**config.mk**
```make
export PLATFORM = sky130hd
export DESIGN_NAME = str_requester
export DESIGN_NICKNAME = d
export VERILOG_FILES = /design/src/pkg/str_pkg.sv /design/src/str_requester.sv /design/src/str_ioq.sv
export SDC_FILE = /design/constraint.sdc
export NUM_CORES = 1
export LEC_CHECK = 0
export BUFFER_PORTS_ARGS = -buffer_cell sky130_fd_sc_hd__buf_2
export CAP_MARGIN = 30
export CORE_UTILIZATION = 49
export CTS_BUF_LIST = sky130_fd_sc_hd__clkbuf_4 sky130_fd_sc_hd__clkbuf_8
export DETAILED_ROUTE_END_ITERATION = 8
export PLACE_DENSITY = 0.7
export SETUP_SLACK_MARGIN = 0.15
export SLEW_MARGIN = 20
export SYNTH_ARGS = -nofsm -noshare
export SYNTH_HDL_FRONTEND = slang
export SYNTH_SLANG_ARGS = --single-unit
```
**constraint.sdc**
```tcl
create_clock -name clock -period 5.7 [get_ports clock]
set_clock_uncertainty 0.2 [all_clocks]
set_input_delay 0.285 -clock clock [delete_from_list [all_inputs] [get_ports clock]]
set_output_delay 0.285 -clock clock [all_outputs]
set_load 0.01 [all_outputs]
```
**src/pkg/str_pkg.sv**
```systemverilog
package str_pkg;

   // Register byte offsets
   localparam logic [7:0] CTRL_OFS = 8'h00;
   localparam logic [7:0] ISSUE_OFS = 8'h04;
   localparam logic [7:0] STATUS_OFS = 8'h08;
   localparam logic [7:0] COUNT_OFS = 8'h0c;

   // Control fields
   localparam int unsigned CTRL_EN_BIT = 0;
   localparam int unsigned CTRL_AGENT_LSB = 4;

   // Issue fields
   localparam int unsigned ISSUE_TYPE_LSB = 0;
   localparam int unsigned ISSUE_LOCK_BIT = 3;
   localparam int unsigned ISSUE_DEFER_BIT = 4;
   localparam int unsigned ISSUE_REPLY_BIT = 5;

   // Status fields
   localparam int unsigned STATUS_BUSY_BIT = 0;
   localparam int unsigned STATUS_INORDER_BIT = 1;
   localparam int unsigned STATUS_SLOT_LSB = 4;
   localparam int unsigned STATUS_CNT_LSB = 20;

   // Counter fields
   localparam int unsigned COUNT_DONE_LSB = 0;
   localparam int unsigned COUNT_RETRY_LSB = 8;
   localparam int unsigned COUNT_REPLY_LSB = 16;

   // Request type and response status encodings
   localparam logic [2:0] TYPE_WRITEBACK = 3'h5;
   localparam logic [2:0] RESP_RETRY = 3'h1;
   localparam logic [2:0] RESP_DEFER = 3'h2;
   localparam logic [2:0] RESP_NODATA = 3'h3;
   localparam logic [2:0] RESP_NORMAL = 3'h5;
   localparam logic [2:0] RESP_IWB = 3'h6;

   // Tag layout
   localparam int unsigned ID_W = 4;
   localparam int unsigned TAG_W = 8;
   localparam logic [3:0] NODEFER_ID = 4'hf;

   // Sizes
   localparam int unsigned MAX_DEFER = 4;
   localparam int unsigned MAX_IDS = 16;
   localparam int unsigned IOQ_DEPTH = 8;
   localparam int unsigned CNT_W = 8;

   typedef enum logic [1:0] {ST_IDLE, ST_FIRST, ST_SECOND, ST_WAIT} str_state_type;

endpackage

```
**src/str_requester.sv**
```systemverilog
// Implementation choices: the register addresses and register access over APB.
module str_requester #(
   parameter int unsigned MAX_DEFER = str_pkg::MAX_DEFER,
   parameter int unsigned IOQ_DEPTH = str_pkg::IOQ_DEPTH
)(
   input wire logic clock,
   input wire logic sys_rst,
   input wire logic psel,
   input wire logic penable,
   input wire logic pwrite,
   input wire logic [7:0] paddr,
   input wire logic [31:0] pwdata,
   output logic [31:0] prdata,
   output logic pready,
   output logic pslverr,
   output logic request_strobe,
   output logic [2:0] request_type_code,
   output logic deferrable_request_flag,
   output logic [7:0] second_clock_upper_address_bits,
   input wire logic busStrobe,
   input wire logic [7:0] first_clock_upper_address_bits,
   input wire logic snoopValid,
   input wire logic snoopPostpone,
   input wire logic modified_line_present,
   input wire logic responseValid,
   input wire logic [2:0] response_status_code,
   output logic snoopOwner
);
   localparam int unsigned SLOT_W = (MAX_DEFER > 1) ? $clog2(MAX_DEFER) : 1;
   localparam int unsigned ENT_W = SLOT_W + 2;
   localparam int unsigned ENT_OWN = SLOT_W + 1;
   localparam int unsigned ENT_REPLY = SLOT_W;
   localparam int unsigned SYNC_W = 16;
   localparam int unsigned CNT_W = str_pkg::CNT_W;

   generate
      if (MAX_DEFER < 1 || MAX_DEFER >= str_pkg::MAX_IDS)
      begin : g_chk
         $error("str_requester supports one to fifteen deferrals");
      end
   endgenerate

   // Whether a given tag carries our agent id and names one of our slots still outstanding
   function automatic logic tagMatch(input logic [7:0] tag, input logic [3:0] agent,
                                     input logic [MAX_DEFER-1:0] pend);
      logic hit;
      hit = 1'b0;
      for (int i = 0; i < MAX_DEFER; i++)
         if (tag[str_pkg::ID_W-1:0] == str_pkg::ID_W'(i) && pend[i])
            hit = 1'b1;
      return hit & (tag[str_pkg::TAG_W-1:str_pkg::ID_W] == agent);
   endfunction

   function automatic logic [SLOT_W:0] firstFree(input logic [MAX_DEFER-1:0] busy);
      logic [SLOT_W:0] res;
      res = '0;
      for (int i = MAX_DEFER - 1; i >= 0; i--)
         if (!busy[i])
            res = {1'b1, SLOT_W'(i)};
      return res;
   endfunction

   function automatic logic [3:0] popCount(input logic [MAX_DEFER-1:0] v);
      logic [3:0] n;
      n = '0;
      for (int i = 0; i < MAX_DEFER; i++)
         n = n + 4'(v[i]);
      return n;
   endfunction

   // Pin synchroniser
   logic [SYNC_W-1:0] sync1_q;
   logic [SYNC_W-1:0] sync2_q;
   wire [SYNC_W-1:0] busRaw = {busStrobe, first_clock_upper_address_bits, snoopValid, snoopPostpone,
                               modified_line_present, responseValid, response_status_code};
   logic obsStrobe;
   logic [7:0] obsTag;
   logic obsSnoop;
   logic obsPostpone;
   logic obsModified;
   logic obsResp;
   logic [2:0] obsCode;

   assign {obsStrobe, obsTag, obsSnoop, obsPostpone, obsModified, obsResp, obsCode} = sync2_q;

   always_ff @(posedge clock or posedge sys_rst)
   begin
      if (sys_rst)
      begin
         sync1_q <= '0;
         sync2_q <= '0;
      end
      else
      begin
         sync1_q <= busRaw;
         sync2_q <= sync1_q;
      end
   end

   // State
   str_pkg::str_state_type state_q;
   str_pkg::str_state_type state_d;
   logic enable_q;
   logic [3:0] agent_q;
   logic [2:0] curType_q;
   logic curDefer_q;
   logic [SLOT_W-1:0] curSlot_q;
   logic inOrder_q;
   logic [MAX_DEFER-1:0] slotAlloc_q;
   logic [MAX_DEFER-1:0] slotOut_q;
   logic [MAX_DEFER-1:0] slotSnoop_q;
   logic [CNT_W-1:0] doneCnt_q;
   logic [CNT_W-1:0] retryCnt_q;
   logic [CNT_W-1:0] replyCnt_q;
   logic [31:0] prdata_q;
   logic pslverr_q;

   // In-order queue
   logic [ENT_W-1:0] snoopEnt;
   logic [ENT_W-1:0] headEnt;
   logic ioqFull;
   logic ioqEmpty;
   wire ownPush = (state_q == str_pkg::ST_FIRST);
   wire replyHit = obsStrobe & tagMatch(obsTag, agent_q, slotOut_q);
   wire [SLOT_W-1:0] replySlot = obsTag[SLOT_W-1:0];
   wire ioqPush = ownPush | obsStrobe;
   wire [ENT_W-1:0] ioqPushData = ownPush ? {1'b1, 1'b0, curSlot_q} : {1'b0, replyHit, replySlot};
   wire snoopOwn = obsSnoop & snoopEnt[ENT_OWN];
   wire snoopReply = obsSnoop & snoopEnt[ENT_REPLY];
   wire [SLOT_W-1:0] snoopSlot = snoopEnt[SLOT_W-1:0];
   wire respOwn = obsResp & ~ioqEmpty & headEnt[ENT_OWN];
   wire respReply = obsResp & ~ioqEmpty & headEnt[ENT_REPLY];
   wire [SLOT_W-1:0] headSlot = headEnt[SLOT_W-1:0];
   wire ownRetry = respOwn & (obsCode == str_pkg::RESP_RETRY);
   wire ownDefer = respOwn & (obsCode == str_pkg::RESP_DEFER) & curDefer_q;
   wire ownDone = respOwn & ~ownRetry & ~ownDefer;
   wire replyDone = respReply & (obsCode != str_pkg::RESP_RETRY) & slotSnoop_q[headSlot];

   str_ioq #(
      .DEPTH(IOQ_DEPTH),
      .WIDTH(ENT_W)
   ) u_ioq (
      .clock(clock),
      .sys_rst(sys_rst),
      .push(ioqPush),
      .pushData(ioqPushData),
      .snoopAdv(obsSnoop),
      .pop(obsResp),
      .snoopData(snoopEnt),
      .headData(headEnt),
      .full(ioqFull),
      .empty(ioqEmpty)
   );

   // Register decode
   wire apbSetup = psel & ~penable;
   wire apbAccess = psel & penable;
   wire hitCtrl = (paddr == str_pkg::CTRL_OFS);
   wire hitIssue = (paddr == str_pkg::ISSUE_OFS);
   wire hitStatus = (paddr == str_pkg::STATUS_OFS);
   wire hitCount = (paddr == str_pkg::COUNT_OFS);
   wire hitAny = hitCtrl | hitIssue | hitStatus | hitCount;
   wire issueBad = pwrite & hitIssue & (~enable_q | (state_q != str_pkg::ST_IDLE) | ioqFull);
   wire errSetup = ~hitAny | issueBad;
   wire ctrlWrite = apbAccess & pwrite & hitCtrl & ~pslverr_q;
   wire issueFire = apbAccess & pwrite & hitIssue & ~pslverr_q;
   wire [2:0] issueType = pwdata[str_pkg::ISSUE_TYPE_LSB +: 3];
   wire issueLock = pwdata[str_pkg::ISSUE_LOCK_BIT];
   wire issueReply = pwdata[str_pkg::ISSUE_REPLY_BIT];
   wire issueNoDefer = issueLock | issueReply | (issueType == str_pkg::TYPE_WRITEBACK);
   wire [SLOT_W:0] freeSlot = firstFree(slotAlloc_q | slotOut_q);
   wire issueDefer = pwdata[str_pkg::ISSUE_DEFER_BIT] & ~issueNoDefer & freeSlot[SLOT_W];
   wire [31:0] statusWord = {8'h00,
                             popCount(slotOut_q),
                             {(str_pkg::MAX_IDS - MAX_DEFER){1'b0}},
                             slotOut_q,
                             2'b00,
                             inOrder_q,
                             state_q != str_pkg::ST_IDLE};
   wire [31:0] countWord = {8'h00, replyCnt_q, retryCnt_q, doneCnt_q};
   wire [31:0] ctrlWord = {24'h000000, agent_q, 3'b000, enable_q};
   wire [31:0] readWord = hitCtrl ? ctrlWord :
                          hitStatus ? statusWord :
                          hitCount ? countWord : 32'h00000000;

   assign pready = apbAccess;
   assign prdata = prdata_q;
   assign pslverr = pslverr_q & apbAccess;

   always_ff @(posedge clock or posedge sys_rst)
   begin
      if (sys_rst)
      begin
         prdata_q <= 32'h00000000;
         pslverr_q <= 1'b0;
      end
      else if (apbSetup)
      begin
         prdata_q <= pwrite ? 32'h00000000 : readWord;
         pslverr_q <= errSetup;
      end
   end

   always_ff @(posedge clock or posedge sys_rst)
   begin
      if (sys_rst)
      begin
         enable_q <= 1'b0;
         agent_q <= 4'h0;
      end
      else if (ctrlWrite)
      begin
         enable_q <= pwdata[str_pkg::CTRL_EN_BIT];
         agent_q <= pwdata[str_pkg::CTRL_AGENT_LSB +: str_pkg::ID_W];
      end
   end

   // Request sequencer
   always_comb
   begin
      state_d = state_q;
      unique case (state_q)
         str_pkg::ST_IDLE:
         begin
            if (issueFire)
               state_d = str_pkg::ST_FIRST;
         end
         str_pkg::ST_FIRST:
         begin
            state_d = str_pkg::ST_SECOND;
         end
         str_pkg::ST_SECOND:
         begin
            state_d = str_pkg::ST_WAIT;
         end
         str_pkg::ST_WAIT:
         begin
            if (ownRetry)
               state_d = str_pkg::ST_FIRST;
            else if (respOwn)
               state_d = str_pkg::ST_IDLE;
         end
      endcase
   end

   always_ff @(posedge clock or posedge sys_rst)
   begin
      if (sys_rst)
      begin
         state_q <= str_pkg::ST_IDLE;
         curType_q <= 3'h0;
         curDefer_q <= 1'b0;
         curSlot_q <= '0;
      end
      else
      begin
         state_q <= state_d;
         if (issueFire)
         begin
            curType_q <= issueType;
            curDefer_q <= issueDefer;
            curSlot_q <= freeSlot[SLOT_W-1:0];
         end
      end
   end

   // Request pins, first clock then tag on the second
   always_ff @(posedge clock or posedge sys_rst)
   begin
      if (sys_rst)
      begin
         request_strobe <= 1'b0;
         request_type_code <= 3'h0;
         deferrable_request_flag <= 1'b0;
         second_clock_upper_address_bits <= 8'h00;
      end
      else
      begin
         request_strobe <= (state_q == str_pkg::ST_FIRST);
         request_type_code <= (state_q == str_pkg::ST_FIRST) ? curType_q : 3'h0;
         deferrable_request_flag <= (state_q == str_pkg::ST_FIRST) & curDefer_q;
         if (state_q == str_pkg::ST_SECOND)
            second_clock_upper_address_bits <= {agent_q, curDefer_q ? 4'(curSlot_q) : str_pkg::NODEFER_ID};
         else
            second_clock_upper_address_bits <= 8'h00;
      end
   end

   // Snoop result of own request decides in-order completion
   always_ff @(posedge clock or posedge sys_rst)
   begin
      if (sys_rst)
         inOrder_q <= 1'b0;
      else if (snoopOwn)
         inOrder_q <= ~obsPostpone | obsModified;
   end

   // Outstanding slots
   always_ff @(posedge clock or posedge sys_rst)
   begin
      if (sys_rst)
      begin
         slotAlloc_q <= '0;
         slotOut_q <= '0;
         slotSnoop_q <= '0;
      end
      else
      begin
         for (int i = 0; i < MAX_DEFER; i++)
         begin
            if (issueFire && issueDefer && freeSlot[SLOT_W-1:0] == SLOT_W'(i))
               slotAlloc_q[i] <= 1'b1;
            else if (respOwn && !ownRetry && curSlot_q == SLOT_W'(i))
               slotAlloc_q[i] <= 1'b0;
            if (ownDefer && curSlot_q == SLOT_W'(i))
               slotOut_q[i] <= 1'b1;
            else if (replyDone && headSlot == SLOT_W'(i))
               slotOut_q[i] <= 1'b0;
            if (snoopReply && snoopSlot == SLOT_W'(i))
               slotSnoop_q[i] <= 1'b1;
            else if (replyDone && headSlot == SLOT_W'(i))
               slotSnoop_q[i] <= 1'b0;
         end
      end
   end

   // Reply snoop takes over snoop responsibility
   always_ff @(posedge clock or posedge sys_rst)
   begin
      if (sys_rst)
         snoopOwner <= 1'b0;
      else
         snoopOwner <= snoopReply;
   end

   // Event counters
   always_ff @(posedge clock or posedge sys_rst)
   begin
      if (sys_rst)
      begin
         doneCnt_q <= '0;
         retryCnt_q <= '0;
         replyCnt_q <= '0;
      end
      else
      begin
         if (ownDone || replyDone)
            doneCnt_q <= doneCnt_q + 1'b1;
         if (ownRetry)
            retryCnt_q <= retryCnt_q + 1'b1;
         if (replyHit)
            replyCnt_q <= replyCnt_q + 1'b1;
      end
   end

endmodule

```
**src/str_ioq.sv**
```systemverilog
module str_ioq #(
   parameter int unsigned DEPTH = 8,
   parameter int unsigned WIDTH = 4
)(
   input wire logic clock,
   input wire logic sys_rst,
   input wire logic push,
   input wire logic [WIDTH-1:0] pushData,
   input wire logic snoopAdv,
   input wire logic pop,
   output logic [WIDTH-1:0] snoopData,
   output logic [WIDTH-1:0] headData,
   output logic full,
   output logic empty
);
   localparam int unsigned PTR_W = $clog2(DEPTH);

   generate
      if (DEPTH < 2 || (DEPTH & (DEPTH - 1)) != 0)
      begin : g_chk
         $error("str_ioq depth must be a power of two of at least two");
      end
   endgenerate

   logic [WIDTH-1:0] mem_q [DEPTH];
   logic [PTR_W-1:0] wrPtr_q;
   logic [PTR_W-1:0] snPtr_q;
   logic [PTR_W-1:0] rdPtr_q;
   logic [PTR_W:0] count_q;
   wire pushOk = push & ~full;
   wire popOk = pop & ~empty;

   assign full = (count_q == (PTR_W + 1)'(DEPTH));
   assign empty = (count_q == '0);
   assign snoopData = mem_q[snPtr_q];
   assign headData = mem_q[rdPtr_q];

   always_ff @(posedge clock or posedge sys_rst)
   begin
      if (sys_rst)
      begin
         wrPtr_q <= '0;
         snPtr_q <= '0;
         rdPtr_q <= '0;
         count_q <= '0;
      end
      else
      begin
         if (pushOk)
            wrPtr_q <= wrPtr_q + 1'b1;
         if (snoopAdv)
            snPtr_q <= snPtr_q + 1'b1;
         if (popOk)
            rdPtr_q <= rdPtr_q + 1'b1;
         count_q <= count_q + (PTR_W + 1)'(pushOk) - (PTR_W + 1)'(popOk);
      end
   end

   always_ff @(posedge clock or posedge sys_rst)
   begin
      if (sys_rst)
      begin
         for (int i = 0; i < DEPTH; i++)
            mem_q[i] <= '0;
      end
      else if (pushOk)
      begin
         mem_q[wrPtr_q] <= pushData;
      end
   end

endmodule

```
==> impl_metrics.ini, run 1 <==
[run_status]
outcome = finished, final reports clean

[worst_hold_path]
hold_path_class = in2reg

[worst_setup_path]
cp-start-kind = flop
crit_family = adder cells
cp_max_fo = 17
crit_path_max_incr_delay_ps = 630
crit_path_end_kind = flop
critPathArrivalTime_ps = 3200
critPathSlowestCell = ha_1
worstPathCellList = inv_1 -> ha_1 -> o21ai_1 -> inv_1 -> nand2_1 -> nor2_1 -> mux2_2
timing.critical_path.buf_inv = 2
critPathKind = reg2reg
cp.required_ps = 5830
critPathMostFrequentCell = inv_1

[floorplanning]
ioPinCount = 109
start_util = 0.5039
dieArea_um2 = 15440
fp.dieH_um = 124.3
die_x_um = 124.3
core_um2 = 14530
rows = 44

[clock_tree]
clock-sinks = 165
post_cts_buffers = 0
cts_made_buffers = 17
cts_tree = built
cts_resized = 0
cts-root-buf = clkbuf_8
path_clk_slew_ps = 80
ctsHoldBuffers = 26
cts.path.max_buffers = 2
htree_levels = 4
insertion_delay_ps = 450

[detailed_routing]
drt_pass1_iterations = 4
wl_per_cell_um = 16.39
drc = 0
drtAntennaViolNets = 0
drt_iter0_markers = 281
totalWireLength_um = 14680
vias = 4893
vias_per_cell = 5.461

[yosys]
avgSynthCellArea_um2 = 12.25
syn_area_um2 = 7323
synth_top_family_by_area = multiplexers
synthCells = 598
synthAdderAreaFrac = 0.03793
yosysUniqueCellTypes = 59
ys.flop_type = dfrtp_1
yosys.area_share.simple = 0.1146
synth_top_cell_by_area = dfrtp_1
synth.ff_latch_count = 165
synth_mux_area_frac = 0.1256
synth_edf_count = 0
ys_warn_count = 0
synth_seq_area_share = 0.5638
synthXorXnorAreaFrac = 0.03947
synth.area.top_cells = dfrtp_1, mux4_2, mux2i_1, ha_1, nand2_1
synth_top_area_frac = 0.5638
async_flop_share = 1.000
synth_compound_area_frac = 0.07945

[sta]
max_freq_mhz = 326.0
setup_tns_ps = 0
slew_headroom = 0.4825
finalCritPeriodShare = 0.5381
fin_crit_ps = 3067
tightestPinTransition_ps = 754.7
hold_violations = 0
rsz0062_at_grt = no
final-max-slew-violation-count = 0
finalSetupViolCount = 0

[grt]
overflow = 0
gr-usage-all-layers = 0.2018
grt_pass1_vias = 4794
grt_pass1_wl_um = 24640
antenna_found_initial = 0
grt_max_degree = 77

[power_and_ir_drop]
power_density_nw_per_um2 = 396.2
power.leakage_nw = 4.093
power.ir.vdd_worst_uv = 272.5

[final_layout]
finish.utilization = 0.5858
final_common_cell = dfrtp_1
instances_no_fill = 896
fillCellCount = 1180
final_cell_mix = dfrtp_1, buf_2, nand2_1
design_area_um2 = 8514
area_growth_pct = 16.27
antenna_cells = 0
drive_above_1_share = 0.2149
nets = 784

[place]
dp_cells = 838
io_buffers = 76
hpwl_um = 10300
globalplace.congestion = 0.8045
placed_area_um2 = 7821

[run]
maxCapViolations = 0
-- cells by family (layout without fill, tap and decap cells) --
logic type,count (synthesis),in the layout
buffers and inverters,61,168
AO/OA/AOI/OAI,85,85
adder cells (fa/ha/maj),21,21
XOR/XNOR,33,33
other,1,8
flip-flops,165,165
AND/OR/NAND/NOR,165,165
multiplexers,67,67
-- final cells by class --
type / count / area [µm²] / share of cell area
clock inverters: 4 / 45.04 / 0.005290
repair buffers: 110 / 720.7 / 0.08464
multi-input cells: 379 / 2944 / 0.3458
flip-flops and latches: 165 / 4129 / 0.4849
clock buffers: 25 / 331.6 / 0.03894
well taps: 184 / 230.2 / 0.02704
inverters: 29 / 113.9 / 0.01337
-- synth_stat cells, drive strengths merged, types with 4 or more instances --
library cell,number
a21oi,12
a22o,18
and2,9
and3,7
buf,16
clkbuf,16
dfrtp,165
ha,19
inv,29
mux2,20
mux2i,32
mux4,15
nand2,63
nand2b,6
nand3,10
nand3b,4
nand4,12
nand4b,4
nor2,24
nor2b,4
nor3,6
nor4,4
nor4b,4
o21ai,30
xnor2,23
xor2,10
-- power breakdown --
group	leakage, nW	internal (mW)	total (mW)	switching, mW
clock network	0.200	0.416	0.799	0.383
registers	2.12	1.36	1.61	0.251
logic	1.77	0.491	0.964	0.474
total	4.09	2.27	3.37	1.11
-- path summary, 6_finish.rpt --
| check | slack (ps) | from | to | cells after the start |
|---|---|---|---|---|
| hold reg to reg | 150 | sync1_q[0] | sync2_q[0] | 0 |
| hold / removal | 50 | paddr[4] | prdata[0] | 4 |
| min in group asynchronous | 200 | sys_rst | retryCnt_q[7] | 3 |
| setup reg to reg | 2630 | state_q[1] | u_ioq.mem_q[3] | 7 |
| max in group asynchronous | 4150 | sys_rst | sync2_q[10] | 5 |
| setup / recovery | 2630 | state_q[1] | u_ioq.mem_q[3] | 7 |
-- flip-flops by register name, summed over array words and instances (netlist names), 7 cells and up --
signal,cells
u_ioq.mem_q,32
prdata,24
sync1_q,16
sync2_q,16
doneCnt_q,8
replyCnt_q,8
retryCnt_q,8
second_clock_upper_address_bits,7
-- per-layer routing --
layer | vias to the layer above | wire [µm] | GRT usage
met5 | - | 0 | 0
met1 | 2460 | 6664 | 0.2720
met3 | 20 | 688 | 0.05799
met2 | 121 | 7118 | 0.3156
met4 | 0 | 212 | 0.06520
li1 | 2292 | - | -
-- through the flow --
| step | setup slack [ps] | hold WS, ps | total power [mW] |
|---|---|---|---|
| 2_1_floorplan | 753.3 | 116.4 | 2.350 |
| 3_3_place_gp | 2564 | 129.3 | 2.506 |
| 3_5_place_dp | 2573 | 134.7 | 2.574 |
| 4_1_cts | 2545 | 27.18 | 3.387 |
| 5_1_grt | 2389 | 40.26 | 3.580 |
| 6_report | 2633 | 45.51 | 3.373 |
-- worst reg2reg max path, delay by kind of cell, from the launching register on --
family	cells	cell delay (ps)
adder cells (fa/ha/maj)	1	630
AND/OR/NAND/NOR	2	510
flip-flops	1	430
buffers and inverters	2	400
AO/OA/AOI/OAI	1	390
multiplexers	1	390
Note: power is estimated with default switching activity, not from simulation.
==> inputs of run 2 (changes only) <==
- ABC_AREA: not set -> 1
- PLACE_DENSITY: 0.7 -> 0.73
- clock period: 5.7 -> 2.71 ns (I/O delays scaled with it)
==> run 2 against run 1 <==
Against the previous run:
- utilization up 2.0 points
- sequential power up 100%
- wire length up 21%
- global-route usage up 3.1 points
- setup slack worse by 2400 ps
- critical path depth up 1
- maximum frequency up 25%
- final cell count up 38%
- power up 140%
- synthesized cell count up 46%
- critical path type unchanged
- critical endpoint is now pslverr_q
- largest cell class unchanged
==> impl_metrics.ini, run 2 <==
[run_status]
outcome = finished, final reports clean

[yosys]
ys.flop_type = dfrtp_1
syn_area_um2 = 7712
async_flop_share = 1.000
synth_top_area_frac = 0.5354
synth_seq_area_share = 0.5354
synth.ff_latch_count = 165
yosysUniqueCellTypes = 45
synth_edf_count = 0
synthCells = 872
yosys-top-cells-count = nand2_1, dfrtp_1, inv_1
synth.area.top_cells = dfrtp_1, nand2_1, o21ai_0, inv_1, nand3_1
synth_top_cell_by_area = dfrtp_1
synth.most_common_cell = nand2_1
ys_warn_count = 0
avgSynthCellArea_um2 = 8.844

[power_and_ir_drop]
power.leakage_nw = 4.678
power.ir.vdd_worst_uv = 504.4
p_total_mw = 8.005
power_density_nw_per_um2 = 865.4

[detailed_routing]
vias_per_cell = 5.095
wl_per_cell_um = 14.38
totalWireLength_um = 17720
drt_iter0_markers = 440
drc = 0
drt_pass1_iterations = 7
drtAntennaViolNets = 0
vias = 6277

[sta]
slew_headroom = 0.4287
tightestPinTransition_ps = 856.9
setup_tns_ps = 0
hold_violations = 0
finalSetupViolCount = 0
rsz0062_at_grt = yes
fin_crit_ps = 2460
max_freq_mhz = 406.5
finalCritPeriodShare = 0.9077
final-max-slew-violation-count = 0

[run]
maxCapViolations = 0

[clock_tree]
cts-root-buf = clkbuf_8
cts_tree = built
htree_levels = 4
cts_made_buffers = 17
clock-sinks = 165
insertion_delay_ps = 470
path_clk_slew_ps = 100
cts.path.max_buffers = 2

[final_layout]
drive_above_1_share = 0.1469
final_common_cell = nand2_1
regMostFlops = u_ioq.mem_q
antenna_cells = 0
area_growth_pct = 19.94
nets = 1090
instances_no_fill = 1232
final_cell_mix = nand2_1, dfrtp_1, inv_1
largest_reg_flops = 32

[worst_setup_path]
crit_path_end_kind = flop
timing.critical_path.buf_inv = 3
crit_path_max_incr_delay_ps = 570
critPathArrivalTime_ps = 2680
r2r_setup_slack_ps = 250
worstPathCellList = inv_1 -> ha_1 -> nand3_1 -> nand3_2 -> nand4_1 -> dlygate4sd3_1 -> a22oi_1 -> dlygate4sd3_1
cp-start-kind = flop
critPathSlowestCell = dlygate4sd3_1
critPathMostFrequentCell = dlygate4sd3_1
critPathKind = reg2reg
crit_family = buffers and inverters
cp_max_fo = 3
cp.required_ps = 2930

[grt]
grt_max_degree = 166
antenna_found_initial = 0
grt_pass1_wl_um = 28900
gr-usage-all-layers = 0.2329
overflow = 0
grt_pass1_vias = 5937

[place]
hpwl_um = 11990
globalplace.congestion = 0.8581
io_buffers = 76
dp_cells = 1152

[worst_hold_path]
hold_path_class = in2reg

[floorplanning]
core_um2 = 15260
ioPinCount = 109
die_x_um = 127.5
start_util = 0.5055
rows = 45
dieArea_um2 = 16240
fp.dieH_um = 127.5
==> run 2: final timing paths <==
path,start,end,depth (start not counted)
max,u_ioq.count_q[2],pslverr_q,8
min,first_clock_upper_address_bits[2],sync1_q[9],2
max reg2reg,u_ioq.count_q[2],pslverr_q,8
min reg2reg,sync1_q[7],sync2_q[7],0
max in group asynchronous,sys_rst,slotSnoop_q[1],4
min in group asynchronous,sys_rst,sync1_q[5],4
==> run 2: kinds of logic (layout without fill, tap and decap cells) <==
logic type | after synthesis | in the layout | share of synthesized area
flip-flops | 165 | 165 | 0.5354
adder cells (fa/ha/maj) | 21 | 21 | 0.03602
AO/OA/AOI/OAI | 155 | 155 | 0.1064
buffers and inverters | 146 | 288 | 0.07884
multiplexers | 2 | 2 | 0.002920
XOR/XNOR | 29 | 29 | 0.03293
AND/OR/NAND/NOR | 353 | 353 | 0.2070
other | 1 | 8 | 0.0004862
==> run 2: final cells by class <==
| type | instances | area, µm² |
|---|---|---|
| flip-flops and latches | 165 | 4129 |
| inverters | 122 | 461.7 |
| repair buffers | 134 | 943.4 |
| multi-input cells | 568 | 3007 |
| clock inverters | 14 | 203.9 |
| clock buffers | 18 | 241.5 |
| fillers | 1289 | 6008 |
| well taps | 211 | 264.0 |
==> run 2: stage by stage <==
| step | worst slack [ps] | hold slack, ps | instance area (µm²) | util |
|---|---|---|---|---|
| after global placement | 388.4 | 44.09 | 8324 | 0.5456 |
| after CTS | 229.4 | 64.08 | 9230 | 0.6049 |
| after floorplan | 275.7 | -33.07 | 7742 | - |
| after detailed placement | 387.2 | 44.81 | 8324 | 0.5456 |
| after global routing | 104.6 | 78.26 | 9250 | 0.6062 |
| final | 250.1 | 90.43 | 9250 | 0.6062 |
==> run 2: per-layer routing <==
metal  global-route usage  wire (µm)  vias up
met5                    0          0        -
met4              0.09384        366        0
met3              0.04690       1071       34
met2               0.3703       8401      190
met1               0.3136       7882     2998
li1                     -          -     3055
==> run 2: worst register-to-register path: cells and delay by family (launching register included) <==
family                     cells  cell delay [ps]
buffers and inverters          3             1220
DFF                            1              370
and+or+nand+nor                3              350
adders and majority gates      1              150
AOI/OAI and AO/OA              1              130
==> run 2: repair_timing <==
action                                 in CTS  in global routing
buffers inserted                            0                  2
resized for setup                           0                  1
hold buffers                               46                  0
setup endpoints to repair                   0                  2
endpoints found under the hold margin     206                  0
==> run 2: report_power, final <==
group          leakage [nW]  switching (mW)  internal (mW)
Clock                 0.227            1.00          0.969
Sequential             2.10           0.334           2.92
Combinational          2.35            1.81          0.966
Total                  4.68            3.15           4.86
